<file path="config.mk">
export PLATFORM = sky130hd
export DESIGN_NAME = protection_status_registers
export DESIGN_NICKNAME = d
export VERILOG_FILES = /design/src/common/prot_status_pkg.sv /design/src/hdl/protection_status_registers.sv
export SDC_FILE = /design/constraint.sdc
export NUM_CORES = 1
export LEC_CHECK = 0
export ABC_AREA = 0
export BUFFER_PORTS_ARGS = -buffer_cell sky130_fd_sc_hd__buf_2
export CORE_AREA = 2 2 96 98
export DETAILED_ROUTE_END_ITERATION = 6
export DIE_AREA = 0 0 98 100
export PLACE_DENSITY_LB_ADDON = 0.15
export SYNTH_ARGS = -nofsm -noshare
export SYNTH_HDL_FRONTEND = slang
export SYNTH_SLANG_ARGS = --single-unit
</file>
<file path="constraint.sdc">
create_clock -name clock_i -period 1.76 [get_ports clock_i]
set_input_delay 0.352 -clock clock_i [delete_from_list [all_inputs] [get_ports clock_i]]
set_output_delay 0.352 -clock clock_i [all_outputs]
set_load 0.02 [all_outputs]
</file>
<file path="src/common/prot_status_pkg.sv">
/*
  Package for the protection status register group: fault bit layout,
  register selectors, command codes and the packed carriers used at the ports.
  Assumes a command decoder elsewhere turns host text into selector strobes.
*/
package prot_status_pkg;

  // ---------------------------------------------------------------
  // Register geometry
  // ---------------------------------------------------------------
  localparam int          REG_W         = 32;
  localparam int          FAULT_BITS    = 21;
  localparam logic [31:0] USED_MASK     = 32'h001F_FFFF;
  localparam logic [31:0] MASK_RESET    = 32'h0000_0000;
  localparam logic [31:0] ZERO_WORD     = 32'h0000_0000;

  // ---------------------------------------------------------------
  // Bit values in the live and latched registers
  // ---------------------------------------------------------------
  localparam logic [31:0] BIT_CV        = 32'h0000_0001;
  localparam logic [31:0] BIT_CC        = 32'h0000_0002;
  localparam logic [31:0] BIT_CP        = 32'h0000_0004;
  localparam logic [31:0] BIT_OVP       = 32'h0000_0008;
  localparam logic [31:0] BIT_FOLDBACK  = 32'h0000_0040;
  localparam logic [31:0] BIT_NOT_USED  = 32'h0002_0000;
  localparam logic [31:0] BIT_LAST      = 32'h0010_0000;
  localparam logic [31:0] MODE_BITS     = BIT_CV | BIT_CC | BIT_CP | BIT_FOLDBACK;

  // ---------------------------------------------------------------
  // Status byte positions
  // ---------------------------------------------------------------
  localparam logic [7:0]  STB_PROT      = 8'h02;
  localparam logic [7:0]  STB_RQS       = 8'h40;

  // ---------------------------------------------------------------
  // Host command codes
  // ---------------------------------------------------------------
  typedef enum logic [2:0] {
    CMD_NONE,
    CMD_LIVE_QUERY,
    CMD_EVENT_QUERY,
    CMD_MASK_QUERY,
    CMD_MASK_WRITE,
    CMD_CLEAR_STATUS,
    CMD_RESET
  } host_cmd_e;

  typedef struct packed {
    logic        valid;
    host_cmd_e   cmd;
    logic [31:0] wdata;
  } host_req_s;

  typedef struct packed {
    logic        valid;
    logic [31:0] rdata;
  } host_rsp_s;

endpackage

</file>
<file path="src/hdl/protection_status_registers.sv">
/*
  Protection status register group: live fault view, latched event register
  cleared on read or by command, latch mask, shutdown request and the
  protection summary that feeds the status byte.
  Assumes the command decoder presents one request per cycle, synchronous to clock_i.
*/
`timescale 1ns/1ps

module protection_status_registers
  import prot_status_pkg::*;
(
  input  wire logic        clock_i,
  input  wire logic        resetn_i,
  input  wire logic [31:0] fault_state_i,
  input  wire host_req_s   host_req_i,
  input  wire logic [7:0]  service_request_mask_i,
  output host_rsp_s        host_rsp_o,
  output logic             shutdown_o,
  output logic             prot_summary_o,
  output logic [7:0]       status_byte_o
);

  // ---------------------------------------------------------------
  // Decode
  // ---------------------------------------------------------------
  logic [31:0] live_fault_condition;
  logic [31:0] latched_fault_event_reg;
  logic [31:0] latched_fault_event_next;
  logic [31:0] fault_latch_mask_reg;
  logic [31:0] fault_latch_mask_next;
  host_rsp_s   rsp_reg;
  host_rsp_s   rsp_next;
  logic [31:0] rise_set;
  logic [31:0] prev_state_reg;
  logic        is_live_q;
  logic        is_event_q;
  logic        is_mask_q;
  logic        is_mask_w;
  logic        is_clear;
  logic [31:0] shut_bits;

  assign is_live_q  = host_req_i.valid && (host_req_i.cmd == CMD_LIVE_QUERY);
  assign is_event_q = host_req_i.valid && (host_req_i.cmd == CMD_EVENT_QUERY);
  assign is_mask_q  = host_req_i.valid && (host_req_i.cmd == CMD_MASK_QUERY);
  assign is_mask_w  = host_req_i.valid && (host_req_i.cmd == CMD_MASK_WRITE);
  assign is_clear   = host_req_i.valid &&
                      ((host_req_i.cmd == CMD_CLEAR_STATUS) || (host_req_i.cmd == CMD_RESET));

  // Live view, no latching; unused bit 17 and 21-31 forced low
  assign live_fault_condition = fault_state_i & USED_MASK & ~BIT_NOT_USED;

  // Event is a condition turning on; a standing fault latches once, not every cycle
  assign rise_set = live_fault_condition & ~prev_state_reg & fault_latch_mask_reg;

  // Set wins over clear so an event in the clearing cycle is not lost
  assign latched_fault_event_next = ((is_event_q || is_clear) ? ZERO_WORD : latched_fault_event_reg)
                                    | rise_set;

  assign fault_latch_mask_next = is_mask_w ? (host_req_i.wdata & USED_MASK) : fault_latch_mask_reg;

  assign rsp_next.valid = is_live_q || is_event_q || is_mask_q;
  assign rsp_next.rdata = is_live_q  ? live_fault_condition :
                          is_event_q ? latched_fault_event_reg :
                          is_mask_q  ? fault_latch_mask_reg : ZERO_WORD;

  // Mode bits only count when enabled
  assign shut_bits = live_fault_condition & (~MODE_BITS | (MODE_BITS & fault_latch_mask_reg));

  // ---------------------------------------------------------------
  // Registers
  // ---------------------------------------------------------------
  always_ff @(posedge clock_i)
  begin
    if (!resetn_i)
    begin
      latched_fault_event_reg <= ZERO_WORD;
      fault_latch_mask_reg    <= MASK_RESET;
      prev_state_reg          <= ZERO_WORD;
      rsp_reg                 <= '0;
    end
    else
    begin
      latched_fault_event_reg <= latched_fault_event_next;
      fault_latch_mask_reg    <= fault_latch_mask_next;
      prev_state_reg          <= live_fault_condition;
      rsp_reg                 <= rsp_next;
    end
  end

  // ---------------------------------------------------------------
  // Outputs
  // ---------------------------------------------------------------
  assign host_rsp_o     = rsp_reg;
  assign shutdown_o     = |shut_bits;
  assign prot_summary_o = |latched_fault_event_reg;
  // Request bit follows the summary only when service requests are enabled
  assign status_byte_o  = (prot_summary_o ? STB_PROT : 8'h00) |
                          (((service_request_mask_i & STB_PROT) != 8'h00) && prot_summary_o ? STB_RQS : 8'h00);
endmodule

</file>
==> results.toml <==
[global_route]
grt_antenna_before_repair = 0
gr-total-overflow = 0
grt_first_pass_wirelength_um = 13400
first_global_vias = 2504
grt_util_all_layers = 0.174
grt_max_degree = 51

[yosys]
ys_top_cells_by_count = "dfxtp_1 (83), nand2_1 (43), nand3b_1 (21)"
synth.avg_cell_area_um2 = 9.42
synth_top_family_by_area = "simple AND/OR/NAND/NOR gates"
synth_top_cell_area_share = 0.494
ys_seq_area_frac = 0.494
synthCells = 357
synth_cell_types = 29
netlist_area_mm2 = 0.00336
synth-async-reset-ratio = 0
yosysTopAreaCell = "dfxtp_1"
yosys-top-cells-area = "dfxtp_1 (49%), a21boi_2 (6.7%), o221ai_1 (5.2%), nand2_1 (4.8%), nand3b_1 (4.7%)"
synth_most_common_cell = "dfxtp_1"
synth_edf_count = 0
synth-seq-cells = 83
synth-simple-area-share = 0.233
yosys_most_used_dff = "dfxtp_1"
synth_xor_area_frac = 0
yosys_warnings = 0
yosys-mux-area-fraction = 0
synth_compound_area_frac = 0.192
synthAdderAreaFrac = 0

[critical_path]
cp-start-kind = "flop"
crit_end = "status_byte_o[6]"
reg2regPathDepth = 3
r2r-end = "host_rsp_o[12]"
regToRegSetupSlack_ps = 980
cp.arrival_ps = 1450
end_kind = "primary output"
max_stage_delay_ps = 340
required_ps = 1410
cp_cell_sequence = "nor4_4 > and3_4 > a31oi_1 > buf_4"
critPathKind = "reg2out"
slowest_stage = "dfxtp_2"
path_max_fanout = 2
reg2reg_from = "latched_fault_event_reg[12]"
worstSetupStartpoint = "latched_fault_event_reg[12]"

[die]
fp-row-count = 35
die_y_um = 100
initial_utilization = 0.378
dieWidth_um = 98
coreArea_mm2 = 0.00889
ios = 121
die-area_mm2 = 0.00980

[power]
power_frac_comb = 0.095
ir_drop_mv = 0.408
pwr-share-seq = 0.462
power.density_mw_per_mm2 = 1000
p_switching_w = 0.000908
clkPwrFrac = 0.444
internal-power_w = 0.00331
finalPower_w = 0.00422
switching_share = 0.215
p_leak_nw = 1.67

[min_path]
hold_path.class = "in2reg"
hold_depth = 3

[timing]
fin_tns_setup_ps = -105
max_freq_mhz = 556
finalCritPeriodShare = 1.02
hold_viol = 0
setup_ws_ps = -37.6
rsz0062_at_grt = "true"
setup_viol = 3
final_max_slew_viol_count = 0
fin_skew_ps = 5.85
min_period_ps = 1800

[drt]
wl_per_cell_um = 15.4
drc = 0
finalWirelength_um = 8360
viasPerCell = 4.90
ant_nets = 0
drt_iter0_markers = 112
dr.pass1.iters = 4
routed-via-count = 2665

[placed_design]
gp_congestion = 0.751
dp_hpwl_um = 5760
port_buffers = 73

[cts]
cts.sink_count = 83
clockBufferDepth = 2
cts-root-buf = "clkbuf_8"
worst_skew_pair.late_latency_ps = 340
postCtsHoldBufs = 0
path_clk_slew_ps = 80
tritoncts = "done"
cts_buffers = 9
htree_levels = 3

[status]
violations = "negative setup slack"
outcome = "finished with violations"

[layout]
largest_register_ffs = 22
n_antenna_cell = 0
nets = 507
area_delta_synth_final_pct = 25.1
fillers = 881
drive_gt1_frac = 0.363

[flow_run]
drv_cap = 0
routing by layer:
metal  share of wire  up-vias  track usage
met2            0.44       92        0.249
li1                -     1344            -
met4          0.0048        0       0.0588
met3           0.069        2       0.0369
met1            0.48     1227        0.259
met5               0        -            0
area by class of cell:
class	instances	area [um^2]	share of cell area
sequential	83	1670	0.396
tap	111	139	0.0330
inverter	1	3.75	0.000892
timing repair buffer	88	531	0.126
multi-input combinational	246	1590	0.378
clock buffer	10	128	0.0303
clock inverter	5	150	0.0357
cells by family (layout without fill, tap and decap cells):
kind of cell,after synthesis,in the layout
buffers and inverters,44,104
AND/OR/NAND/NOR,143,143
AO/OA/AOI/OAI,86,86
flip-flops,83,83
other,1,17
metrics by stage:
| step | cell area (um^2) | instances | setup WS [ps] | hold slack, ps | util |
|---|---|---|---|---|---|
| global placement | 3800 | 528 | 18.1 | 455 | 0.428 |
| CTS | 4170 | 544 | -71.9 | 221 | 0.469 |
| finish | 4210 | 544 | -37.6 | 239 | 0.473 |
| global route | 4210 | 544 | -112 | 224 | 0.473 |
| floorplan | 3420 | 373 | 256 | 441 | - |
| detailed placement | 3800 | 528 | -32.4 | 460 | 0.428 |
power by group through the flow:
stage          logic (W)  clock network, W  registers (W)
2_1_floorplan   0.000243                 0        0.00200
3_3_place_gp    0.000372                 0        0.00199
3_5_place_dp    0.000374                 0        0.00199
4_1_cts         0.000393           0.00191        0.00195
5_1_grt         0.000432           0.00199        0.00196
6_report        0.000399           0.00187        0.00195
repair_timing:
action,4_1_cts,5_1_grt
setup buffers,1,0
setup endpoints to repair,4,4
pin swaps,3,2
resized for setup,17,7
worst min path at each step:
stage                          startpoint                         end  slack [ps]
6_report                   host_req_i[12]    fault_latch_mask_reg[12]         240
5_1_grt                    host_req_i[10]    fault_latch_mask_reg[10]         220
4_1_cts                    host_req_i[14]    fault_latch_mask_reg[14]         220
3_5_place_dp   latched_fault_event_reg[8]  latched_fault_event_reg[8]         460
3_3_place_gp   latched_fault_event_reg[7]  latched_fault_event_reg[7]         450
2_1_floorplan  latched_fault_event_reg[0]  latched_fault_event_reg[0]         440
critical path: cells and delay by family (launching register included):
| kind | cells | cell delay [ps] |
|---|---|---|
| flops | 1 | 340 |
| simple gates | 2 | 520 |
| compound gates | 1 | 80 |
| buf+inv | 1 | 170 |
placed cells by master, fill, tap and decap left out:
| cell type | count |
|---|---|
| nand2_2 | 20 |
| inv_1 | 1 |
| clkbuf_1 | 1 |
| conb_1 | 17 |
| o21ai_1 | 9 |
| and3b_1 | 1 |
| a21oi_1 | 20 |
| nor2_1 | 20 |
| dfxtp_2 | 4 |
| a21boi_2 | 20 |
| nand2_1 | 43 |
| buf_4 | 13 |
| buf_6 | 2 |
| and4_1 | 1 |
| buf_12 | 3 |
| nand3_1 | 1 |
| buf_2 | 70 |
| and2_1 | 20 |
| nand3b_1 | 21 |
| nand4bb_1 | 2 |
| nand2b_1 | 1 |
| and4_4 | 1 |
| nor4_1 | 1 |
| nor4_2 | 4 |
| o221ai_1 | 20 |
| nand3_2 | 1 |
| o21a_1 | 1 |
| a31oi_1 | 1 |
| bufinv_16 | 5 |
| dfxtp_1 | 79 |
| and4bb_1 | 1 |
| and3_4 | 1 |
| a22oi_1 | 2 |
| a21boi_1 | 2 |
| o21ai_0 | 11 |
| nor4_4 | 4 |
| clkbuf_8 | 9 |
(Power assumes the default switching activity.)
